==> config.mk <==
export PLATFORM = sky130hd
export DESIGN_NAME = port_rate_limit_cable_diag_regs
export DESIGN_NICKNAME = d
export VERILOG_FILES = /design/src/port_rate_pkg.sv /design/src/port_rate_limit_cable_diag_regs.sv
export SDC_FILE = /design/constraint.sdc
export NUM_CORES = 1
export LEC_CHECK = 0
export BUFFER_PORTS_ARGS = -buffer_cell sky130_fd_sc_hd__buf_2
export CORE_ASPECT_RATIO = 0.7
export CORE_MARGIN = 2
export CORE_UTILIZATION = 54
export CTS_BUF_LIST = sky130_fd_sc_hd__clkbuf_8
export DETAILED_ROUTE_END_ITERATION = 7
export PLACE_DENSITY = 0.83
export SYNTH_ARGS = -nofsm -noshare
export SYNTH_HDL_FRONTEND = slang
export SYNTH_SLANG_ARGS = --single-unit
==> constraint.sdc <==
create_clock -name mclk -period 3.8 [get_ports mclk]
set_input_delay 0 -clock mclk [delete_from_list [all_inputs] [get_ports mclk]]
set_output_delay 0 -clock mclk [all_outputs]
set_load 0.01 [all_outputs]
==> src/port_rate_pkg.sv <==
// Purpose: Constants and carriers for the port rate limit and cable diagnostic bank
// Assumes: Classic Wishbone with 32-bit data, one register per aligned word
// Notes: Printed offsets are register indices; byte address is index times four
package port_rate_pkg;

	// Register indices
	localparam logic [7:0] idx_ingress_rate_prio1_prio0 = 8'h8c;
	localparam logic [7:0] idx_ingress_rate_prio3_prio2 = 8'h8e;
	localparam logic [7:0] idx_egress_rate_prio1_prio0 = 8'h90;
	localparam logic [7:0] idx_egress_rate_prio3_prio2 = 8'h92;
	localparam logic [7:0] idx_phy_cable_diag_ctrl_status = 8'h94;
	localparam logic [7:0] idx_rate_ctrl = 8'ha0;
	localparam logic [7:0] idx_irq_status = 8'ha1;
	localparam logic [7:0] idx_irq_mask = 8'ha2;

	// Rate word field positions
	localparam int hi_code_lsb = 8;
	localparam int lo_code_lsb = 0;

	// Diagnostic word field positions
	localparam int diag_near_short_bit = 15;
	localparam int diag_result_lsb = 13;
	localparam int diag_start_bit = 12;
	localparam int diag_force_link_bit = 11;
	localparam int diag_reserved_bit = 10;
	localparam int diag_loopback_bit = 9;
	localparam int diag_count_lsb = 0;

	// Rate control word field positions
	localparam int rctl_pre_bit = 0;
	localparam int rctl_ifg_bit = 1;
	localparam int rctl_mode_lsb = 2;
	localparam int rctl_queues_lsb = 4;

	// Reset values
	localparam logic [6:0] rate_code_reset = 7'h00;
	localparam logic [1:0] queues_reset = 2'h0;
	localparam logic diag_reserved_reset = 1'b1;

	// Extra bytes added per frame
	localparam logic [3:0] ifg_bytes = 4'hc;
	localparam logic [3:0] preamble_bytes = 4'h8;

	typedef enum logic [1:0] {
		queues_one = 2'b00,
		queues_two = 2'b01,
		queues_four = 2'b10
	} queue_cfg_t;

	typedef enum logic [1:0] {
		limit_all = 2'b00,
		limit_bc_mc_flood = 2'b01,
		limit_bc_mc = 2'b10,
		limit_bc = 2'b11
	} limit_mode_t;

	typedef enum logic [1:0] {
		cdt_idle = 2'b00,
		cdt_run = 2'b01
	} cdt_state_t;

	// Four rate codes, index is priority
	typedef struct packed {
		logic [3:0][6:0] code;
	} rate_set_t;

	// Result from the PHY cable tester
	typedef struct packed {
		logic done;
		logic near_short;
		logic [1:0] result;
		logic [8:0] count;
	} cdt_result_t;

	// Wishbone slave side
	typedef struct packed {
		logic ack;
		logic [31:0] dat;
	} wb_resp_t;

	// Whole block state
	typedef struct packed {
		rate_set_t ingress;
		rate_set_t egress;
		queue_cfg_t queues;
		limit_mode_t mode;
		logic count_ifg;
		logic count_pre;
		cdt_state_t cdt;
		logic start;
		logic near_short;
		logic [1:0] result;
		logic [8:0] count;
		logic force_link;
		logic reserved10;
		logic loopback;
		logic [1:0] irq_status;
		logic [1:0] irq_mask;
		wb_resp_t wb;
	} bank_state_t;

endpackage

==> src/port_rate_limit_cable_diag_regs.sv <==
// Purpose: Per-port rate limit codes and cable diagnostic control/status bank
// Assumes: Cable tester result arrives on mclk as a one-cycle done pulse
// Notes: Code-to-bandwidth translation lives outside; this bank hands codes over
//
// Summary of operation
// RULE1 - Ingress word zero bits 14:8: priority 1 code
// RULE2 - Ingress word zero bits 6:0: priority 0 code
// RULE3 - Code zero means no limit, full rate
// RULE4 - Ingress word one: priority 3 high, 2 low
// RULE5 - Egress word zero: priority 1/0; throttle only
// RULE6 - Egress word one: priority 3 high, 2 low
// RULE7 - One queue: only priority 0 egress applied
// RULE8 - Two queues: only priorities 1, 0 applied
// RULE9 - Bit 15 reads one for near short
// RULE10 - Bits 14:13 give cable test outcome
// RULE11 - Bit 12 starts test, self-clears when done
// RULE12 - Bit 11 forces link pass
// RULE13 - Bit 9 enables near-end remote loopback
// RULE14 - Bits 8:0 give fault distance count
// RULE15 - Nonzero codes go to external speed-selected table
// RULE16 - Ingress mode selects which frames are limited
// RULE17 - IFG option adds 12 bytes per frame
// RULE18 - Preamble option adds 8 bytes per frame
//
// Decided for this implementation: the Wishbone slave port.
`timescale 1ns/1ps
`default_nettype none
module port_rate_limit_cable_diag_regs
	import port_rate_pkg::*;
(
	// Clock and reset
	input wire logic mclk,
	input wire logic rst_n,
	// Wishbone slave
	input wire logic cyc_i,
	input wire logic stb_i,
	input wire logic we_i,
	input wire logic [9:0] adr_i,
	input wire logic [3:0] sel_i,
	input wire logic [31:0] dat_i,
	output logic [31:0] dat_o,
	output logic ack_o,
	// Cable tester in the PHY
	output logic cdt_start,
	input wire cdt_result_t cdt_in,
	// PHY controls
	output logic force_link,
	output logic near_loopback,
	// Shaper hand-over
	output rate_set_t ingress_codes,
	output rate_set_t egress_codes,
	output logic [3:0] ingress_limited,
	output logic [3:0] egress_limited,
	output limit_mode_t ingress_mode,
	output logic [4:0] extra_bytes,
	// Interrupt
	output logic irq
);

	bank_state_t state;
	bank_state_t next_state;
	logic [7:0] idx;
	logic access;
	logic wr;
	logic [15:0] wdat;
	logic [15:0] rdat;
	logic [3:0] egress_enable;
	logic [1:0] events;

	assign idx = adr_i[9:2];
	assign access = cyc_i && stb_i && !state.wb.ack;
	assign wr = access && we_i;

	// Byte lanes merged onto current word for partial writes
	function automatic logic [15:0] merge(input logic [15:0] old, input logic [3:0] sel,
		input logic [31:0] d);
		merge = old;
		if (sel[0]) begin
			merge[7:0] = d[7:0];
		end
		if (sel[1]) begin
			merge[15:8] = d[15:8];
		end
	endfunction

	// Read mux; unmapped words read zero
	always_comb begin
		rdat = 16'h0000;
		case (idx)
			idx_ingress_rate_prio1_prio0: begin
				rdat = {1'b0, state.ingress.code[1], 1'b0, state.ingress.code[0]}; // [RULE1] [RULE2]
			end
			idx_ingress_rate_prio3_prio2: begin
				rdat = {1'b0, state.ingress.code[3], 1'b0, state.ingress.code[2]}; // [RULE4]
			end
			idx_egress_rate_prio1_prio0: begin
				rdat = {1'b0, state.egress.code[1], 1'b0, state.egress.code[0]}; // [RULE5]
			end
			idx_egress_rate_prio3_prio2: begin
				rdat = {1'b0, state.egress.code[3], 1'b0, state.egress.code[2]}; // [RULE6]
			end
			idx_phy_cable_diag_ctrl_status: begin
				rdat[diag_near_short_bit] = state.near_short; // [RULE9]
				rdat[diag_result_lsb +: 2] = state.result; // [RULE10]
				rdat[diag_start_bit] = state.start; // [RULE11]
				rdat[diag_force_link_bit] = state.force_link;
				rdat[diag_reserved_bit] = state.reserved10;
				rdat[diag_loopback_bit] = state.loopback;
				rdat[diag_count_lsb +: 9] = state.count; // [RULE14]
			end
			idx_rate_ctrl: begin
				rdat[rctl_pre_bit] = state.count_pre;
				rdat[rctl_ifg_bit] = state.count_ifg;
				rdat[rctl_mode_lsb +: 2] = state.mode;
				rdat[rctl_queues_lsb +: 2] = state.queues;
			end
			idx_irq_status: begin
				rdat[1:0] = state.irq_status;
			end
			idx_irq_mask: begin
				rdat[1:0] = state.irq_mask;
			end
			default: begin
				rdat = 16'h0000;
			end
		endcase
	end

	// Events: bit 0 test done, bit 1 start accepted
	assign events = {wr && idx == idx_phy_cable_diag_ctrl_status && sel_i[1]
		&& dat_i[diag_start_bit] && state.cdt == cdt_idle,
		state.cdt == cdt_run && cdt_in.done};

	// Next-state logic for bus, registers and cable test sequence
	always_comb begin
		next_state = state;
		wdat = 16'h0000;
		next_state.wb.ack = access;
		next_state.wb.dat = access ? {16'h0000, rdat} : state.wb.dat;
		if (wr) begin
			case (idx)
				idx_ingress_rate_prio1_prio0: begin
					wdat = merge(rdat, sel_i, dat_i);
					next_state.ingress.code[1] = wdat[hi_code_lsb +: 7]; // [RULE1]
					next_state.ingress.code[0] = wdat[lo_code_lsb +: 7]; // [RULE2]
				end
				idx_ingress_rate_prio3_prio2: begin
					wdat = merge(rdat, sel_i, dat_i);
					next_state.ingress.code[3] = wdat[hi_code_lsb +: 7]; // [RULE4]
					next_state.ingress.code[2] = wdat[lo_code_lsb +: 7]; // [RULE4]
				end
				idx_egress_rate_prio1_prio0: begin
					wdat = merge(rdat, sel_i, dat_i);
					next_state.egress.code[1] = wdat[hi_code_lsb +: 7]; // [RULE5]
					next_state.egress.code[0] = wdat[lo_code_lsb +: 7]; // [RULE5]
				end
				idx_egress_rate_prio3_prio2: begin
					wdat = merge(rdat, sel_i, dat_i);
					next_state.egress.code[3] = wdat[hi_code_lsb +: 7]; // [RULE6]
					next_state.egress.code[2] = wdat[lo_code_lsb +: 7]; // [RULE6]
				end
				idx_phy_cable_diag_ctrl_status: begin
					wdat = merge(rdat, sel_i, dat_i);
					next_state.force_link = wdat[diag_force_link_bit]; // [RULE12]
					next_state.reserved10 = wdat[diag_reserved_bit];
					next_state.loopback = wdat[diag_loopback_bit]; // [RULE13]
				end
				idx_rate_ctrl: begin
					wdat = merge(rdat, sel_i, dat_i);
					next_state.count_pre = wdat[rctl_pre_bit]; // [RULE18]
					next_state.count_ifg = wdat[rctl_ifg_bit]; // [RULE17]
					next_state.mode = limit_mode_t'(wdat[rctl_mode_lsb +: 2]); // [RULE16]
					next_state.queues = queue_cfg_t'(wdat[rctl_queues_lsb +: 2]);
				end
				idx_irq_mask: begin
					wdat = merge(rdat, sel_i, dat_i);
					next_state.irq_mask = wdat[1:0];
				end
				default: begin
					wdat = 16'h0000;
				end
			endcase
		end
		// Cable test: start runs until the tester reports done
		case (state.cdt)
			cdt_idle: begin
				if (events[1]) begin
					next_state.start = 1'b1; // [RULE11]
					next_state.cdt = cdt_run;
				end
			end
			cdt_run: begin
				if (cdt_in.done) begin
					next_state.start = 1'b0; // [RULE11]
					next_state.near_short = cdt_in.near_short; // [RULE9]
					next_state.result = cdt_in.result; // [RULE10]
					next_state.count = cdt_in.count; // [RULE14]
					next_state.cdt = cdt_idle;
				end
			end
			default: begin
				next_state.cdt = cdt_idle;
				next_state.start = 1'b0;
			end
		endcase
		// Sticky status, write one clears, set wins
		if (wr && idx == idx_irq_status && sel_i[0]) begin
			next_state.irq_status = state.irq_status & ~dat_i[1:0];
		end
		next_state.irq_status = next_state.irq_status | events;
	end

	// State register
	always_ff @(posedge mclk or negedge rst_n) begin
		if (!rst_n) begin
			state <= '0;
			state.ingress.code <= {4{rate_code_reset}}; // [RULE3]
			state.egress.code <= {4{rate_code_reset}}; // [RULE3]
			state.queues <= queue_cfg_t'(queues_reset); // [RULE7]
			state.reserved10 <= diag_reserved_reset;
			state.cdt <= cdt_idle;
		end else begin
			state <= next_state;
		end
	end

	// Egress codes applied by queue count
	always_comb begin
		case (state.queues)
			queues_one: begin
				egress_enable = 4'b0001; // [RULE7]
			end
			queues_two: begin
				egress_enable = 4'b0011; // [RULE8]
			end
			default: begin
				egress_enable = 4'b1111;
			end
		endcase
	end

	// Code zero means unlimited; shaper maps the rest by speed
	genvar p;
	generate
		for (p = 0; p < 4; p++) begin : g_prio
			assign ingress_limited[p] = |state.ingress.code[p]; // [RULE3] [RULE15]
			assign egress_limited[p] = egress_enable[p] && |state.egress.code[p]; // [RULE5]
			assign ingress_codes.code[p] = state.ingress.code[p];
			assign egress_codes.code[p] = egress_enable[p] ? state.egress.code[p] : 7'h00;
		end
	endgenerate

	// Outputs
	assign extra_bytes = (state.count_ifg ? {1'b0, ifg_bytes} : 5'h00)
		+ (state.count_pre ? {1'b0, preamble_bytes} : 5'h00); // [RULE17] [RULE18]
	assign ingress_mode = state.mode; // [RULE16]
	assign cdt_start = state.start;
	assign force_link = state.force_link; // [RULE12]
	assign near_loopback = state.loopback; // [RULE13]
	assign irq = |(state.irq_status & state.irq_mask);
	assign dat_o = state.wb.dat;
	assign ack_o = state.wb.ack;

endmodule
`default_nettype wire

==> run_results.csv, run 1 <==
group,metric,value,unit
status,status,"complete, no violations",
place,place_ws,1.24,ns
global_route,grt_pass1_wl,26200,um
yosys,ys_warn_count,0,
clock_tree,hold_buffers,19,
clock_tree,cts_buffers,9,
clock_tree,path_clk_slew,0.09,ns
drt,drt-vias-per-instance,6.26,
setup_path,required,4.01,ns
drt,firstDrtPassIters,8,
timing,setup_violations,0,
finish,post_layout_nonfiller_instances,818,
timing,fin_ws,1.51,ns
place,portBuffers,131,
global_route,antenna_found_initial,0,
global_route,track_usage,29.1,%
floorplanning,row_count,31,
finish,final_nets,746,
yosys,synth_top_area_cell,"dfrtp_1",
finish,register_area,0.00248,mm2
setup_path,start_kind,"input port",
clock_tree,cts_sinks,99,
drt,postRouteAntennaNets,0,
clock_tree,cts_tree,"done",
drt,vias,5121,
power,p_per_area,338,mW/mm2
floorplanning,core_area,0.0104,mm2
timing,slew_violations,0,
place,dpl_cell_area,0.00604,mm2
power,finalPower,2.18,mW
floorplanning,die_h,91.0,um
yosys,synth_top_flop_cell,"dfrtp_1",
power,leakagePower,3.02,nW
clock_tree,cts.root.buffer_cell,"clkbuf_8",
floorplanning,die-area,0.0117,mm2
power,peakVddDrop,0.221,mV
timing,period_share,60.2,%
finish,fill_cells,899,
timing,grt_setup_unrepaired,"false",
place,hpwl,12400,um
finish,drive_gt1_share,27.3,%
place,routabilityCongestion,0.927,
yosys,syn-mean-instance-area,9.60,um2
setup_path,crit_type,"input port to register",
setup_path,arrival,2.50,ns
place,post-place-cells,783,
yosys,yosysSeqAreaShare,42.5,%
timing,skew,0.00968,ns
drt,drc,0,
drt,wire_per_inst,20.8,um
timing,post-route-min-period,2.29,ns
yosys,synthArstFlopShare,100,%
floorplanning,initial_core_util,55.9,%
finish,area_delta_synth_final,10.4,%
timing,maxSlewHeadroom,23.1,%
yosys,postSynthCellCount,608,
timing,worst_pin_slew,1.14,ns
finish,design_area,0.00644,mm2
global_route,grt-ovfl-total,0,
yosys,synth_cell_types,60,
yosys,syn-cell-area,0.00584,mm2
global_route,first_global_vias,4674,
floorplanning,io_pins,172,
yosys,synth-edff-count,0,
finish,multi_input_area,0.00266,mm2
clock_tree,htreeDepth,3,
drt,wl,17000,um
clock_tree,insertion_delay,0.37,ns
timing,clock.fmax,437,MHz
finish,diodes,0,
finish,utilization,61.8,%
clock_tree,post_cts_buffers,0,
clock_tree,clockBufferDepth,2,
setup_path,crit_path_end_kind,"register",
clock_tree,cts-resized-gates,0,
drt,drt_iter0_markers,563,
floorplanning,dieWidth,128,um
global_route,grt_max_degree,72,
timing,whs,0.0476,ns
setup_path,path_max_fanout,23,
flow_run,cap_violations,0,
yosys,synth_top_area_share,42.0,%
hold_path,hold_class,"input port to register",
yosys,yosys-top-cells-area,"dfrtp_1 (42%), buf_4 (9.4%), nor2_1 (4.8%)",
yosys,synth-seq-cells,99,
timing,hold_viol,0,
timing,tns,0,ns
[path summary, 6_finish.rpt]
kind / startpoint / to / slack (ns) / cells past startpoint
min reg2reg: state[47] / state[47] / 0.52 / 1
max: adr_i[6] / state[82] / 1.51 / 5
max in group asynchronous: rst_n / state[45] / 2.59 / 3
max reg2reg: state[85] / state[71] / 1.59 / 4
min: dat_i[8] / ingress_codes[21] / 0.05 / 3
min in group asynchronous: rst_n / state[74] / 0.29 / 2
[flip-flops by register name, indices dropped and copies added (netlist names)]
signal	count
state	50
ingress_codes	28
dat_o	16
ingress_mode	2
ack_o	1
force_link	1
near_loopback	1
[power by group]
group	switching, mW	internal (mW)
registers	0.0437	1.10
clock network	0.376	0.370
logic	0.174	0.114
total	0.593	1.59
[critical path: stages]
cell and delay (ns):
buf_2 0.31, nand4bb_1 0.61, nor2_1 0.34, a2111oi_0 1.04
o31ai_1 0.19
[area by class of cell]
cell class / count / share of cell area (%)
sequential: 99 / 38.5
clock inverter: 7 / 1.42
inverter: 8 / 0.466
timing repair buffer: 156 / 13.9
multi-input combinational: 407 / 41.3
clock buffer: 9 / 1.92
tap: 132 / 2.56
[layout by cell type, fill, tap and decap left out, types with 15 or more instances in the layout]
cell,instances
and2_1,19
buf_2,130
nand2_1,21
a221oi_1,15
a31oi_1,16
nor2_1,74
conb_1,18
dlygate4sd3_1,19
dfrtp_1,98
mux2i_1,25
a21oi_1,40
[cell usage after synthesis, drive strengths merged, types with 15 or more instances]
master	count
a31oi	16
a221oi	16
nor2	77
clkbuf	17
dfrtp	98
and2	19
a21oi	40
nor3	17
nand2	21
nor4	15
buf	94
mux2i	25
[metal layers]
metal	global-route usage (%)	vias to the layer above	wire length (um)
li1	-	2270	-
met1	44.1	2491	7510
met2	40.6	333	7080
met3	9.49	27	2180
met4	6.23	0	221
met5	0	-	0
[logic make-up after synthesis]
group | synth area share, %
buffers and inverters | 13.1
flip-flops | 42.5
AO/OA/AOI/OAI | 16.4
AND/OR/NAND/NOR | 21.2
multiplexers | 6.60
adder cells (fa/ha/maj) | 0.214
other | 0.0642
Power figures use the tool's default switching activity.
==> run 2: changes to the inputs <==
==> constraint.sdc (replaced) <==
create_clock -name mclk -period 2.25 [get_ports mclk]
set_input_delay 0 -clock mclk [delete_from_list [all_inputs] [get_ports mclk]]
set_output_delay 0 -clock mclk [all_outputs]
set_load 0.01 [all_outputs]
==> run 2 against run 1 <==
Net effect: combinational power is 76% higher; count of clock-buffer cells in the layout stayed put; worst setup slack worse by 1.2 ns; final cell count is 3.3% higher; register-to-register slack worse by 1.3 ns; clock skew is 0.0028 ns higher; flip-flop and latch count stayed put; sequential power is 69% higher; global-route usage is 0.63 points higher; worst hold slack worse by 0.031 ns; critical path depth is 1 lower; total power is 68% higher.
==> run_results.csv, run 2 (same netlist as run 1, synthesis figures left out) <==
group,metric,value,unit
flow_run,cap_violations,0,
timing,slew_violations,0,
power,peakVddDrop,0.401,mV
timing,hold_viol,0,
drt,firstDrtPassIters,7,
finish,fill_cells,865,
floorplanning,io_pins,172,
drt,postRouteAntennaNets,0,
timing,maxSlewHeadroom,25.1,%
clock_tree,htreeDepth,3,
global_route,antenna_found_initial,0,
floorplanning,row_count,31,
clock_tree,cts_buffers,9,
setup_path,cpPeakStageDelay,0.79,ns
drt,wire_per_inst,20.0,um
clock_tree,cts_sinks,99,
clock_tree,cts-resized-gates,0,
place,routabilityCongestion,0.964,
drt,drt-vias-per-instance,6.06,
timing,tns,0,ns
clock_tree,clockBufferDepth,2,
clock_tree,cts.root.buffer_cell,"clkbuf_8",
timing,grt_setup_unrepaired,"false",
global_route,grt-ovfl-total,0,
hold_path,hold_class,"input port to register",
floorplanning,core_area,0.0104,mm2
global_route,grt_max_degree,51,
setup_path,required,2.49,ns
power,power_switching,1.06,mW
timing,clock.fmax,505,MHz
finish,largest_reg_flops,50,
floorplanning,dieWidth,128,um
timing,worst_pin_slew,1.10,ns
power,leakagePower,3.16,nW
setup_path,ff2ff_setup_slack,0.27,ns
clock_tree,post_cts_buffers,0,
finish,top_register,"state",
floorplanning,die-area,0.0117,mm2
finish,area_delta_synth_final,14.2,%
clock_tree,cts_tree,"done",
drt,drc,0,
timing,period_share,88.0,%
setup_path,reg2regPathDepth,4,
setup_path,slowest_stage,"a222oi_1",
timing,setup_violations,0,
power,power_frac_seq,52.8,%
setup_path,crit_chain,"mux2i_1 -> o22ai_1 -> a222oi_1 -> a21oi_1",
setup_path,arrival,2.22,ns
drt,vias,5122,
finish,final_nets,773,
setup_path,path_delay_family,"compound AO/OA/AOI/OAI gates",
global_route,grt_pass1_wl,26800,um
timing,fin_ws,0.270,ns
power,p_per_area,550,mW/mm2
setup_path,start_kind,"register",
place,portBuffers,131,
power,comb_power_share,13.8,%
timing,skew,0.0125,ns
clock_tree,path_clk_slew,0.10,ns
setup_path,crit_type,"register to register",
setup_path,crit_buf_inv,0,
clock_tree,insertion_delay,0.39,ns
drt,drt_iter0_markers,551,
power,internal_power,2.61,mW
finish,final_common_cell,"buf_2",
power,clockPowerShare,33.4,%
finish,drive_gt1_share,29.9,%
floorplanning,initial_core_util,55.9,%
floorplanning,die_h,91.0,um
drt,wl,16900,um
global_route,track_usage,29.8,%
status,status,"complete, no violations",
setup_path,worst-path-stages,4,
finish,final_cell_mix,"buf_2 (130), dfrtp_1 (98), nor2_1 (74), a21oi_1 (40), buf_4 (31)",
setup_path,path_max_fanout,5,
power,netSwitchingFraction,28.9,%
global_route,first_global_vias,4833,
finish,diodes,0,
place,hpwl,12700,um
hold_path,hold_depth,3,
setup_path,crit_path_end_kind,"register",
place,place_ws,0.153,ns
timing,post-route-min-period,1.98,ns
run 2: per-layer routing:
metal	vias to the layer above	global-route usage, %	wire length [um]
met5	-	0	0
met4	0	5.86	182
met3	19	10.3	2210
met2	326	41.7	7100
met1	2442	44.7	7410
li1	2335	-	-
run 2: path summary, 6_finish.rpt:
path,endpoint,start
max,state[85],state[85]
min,ingress_codes[8],dat_i[9]
max reg2reg,state[85],state[85]
min reg2reg,dat_o[2],dat_o[2]
max in group asynchronous,state[62],rst_n
min in group asynchronous,state[73],rst_n
run 2: cell type report:
class / instances / area (um2) / area share (%)
clock buffers: 9 / 124 / 1.86
well taps: 132 / 165 / 2.48
multi-input cells: 407 / 2660 / 39.9
inverters: 8 / 30.0 / 0.451
flip-flops and latches: 99 / 2480 / 37.2
repair buffers: 183 / 1120 / 16.9
clock inverters: 7 / 82.6 / 1.24
run 2: worst reg2reg max path, delay by kind of cell, from the launching register on:
kind               cells  cell delay, ns
muxes                  1            0.26
AOI/OAI and AO/OA      3            1.12
DFF                    1            0.44
run 2: per-stage QoR:
step	cells	power (mW)	hold WS (ns)	util, %	area [um2]
6_report	845	3.67	0.0166	63.9	6670
5_1_grt	845	3.81	0.0636	63.9	6670
4_1_cts	845	3.66	0.0111	63.9	6670
3_5_place_dp	809	2.44	0.0724	60.0	6260
3_3_place_gp	809	2.42	0.0653	60.0	6260
2_1_floorplan	625	2.30	-0.296	-	5900
run 2: timing repair:
action | CTS | global route
endpoints found under the setup margin | 0 | 0
hold buffers | 20 | 0
hold endpoints to repair | 74 | 0
run 2: power groups by stage:
stage	combinational (mW)	sequential (mW)	clock, mW
after floorplan	0.359	1.94	0
after CTS	0.501	1.93	1.23
after detailed placement	0.474	1.97	0
after global placement	0.461	1.96	0
after global routing	0.556	1.95	1.31
final	0.507	1.94	1.23
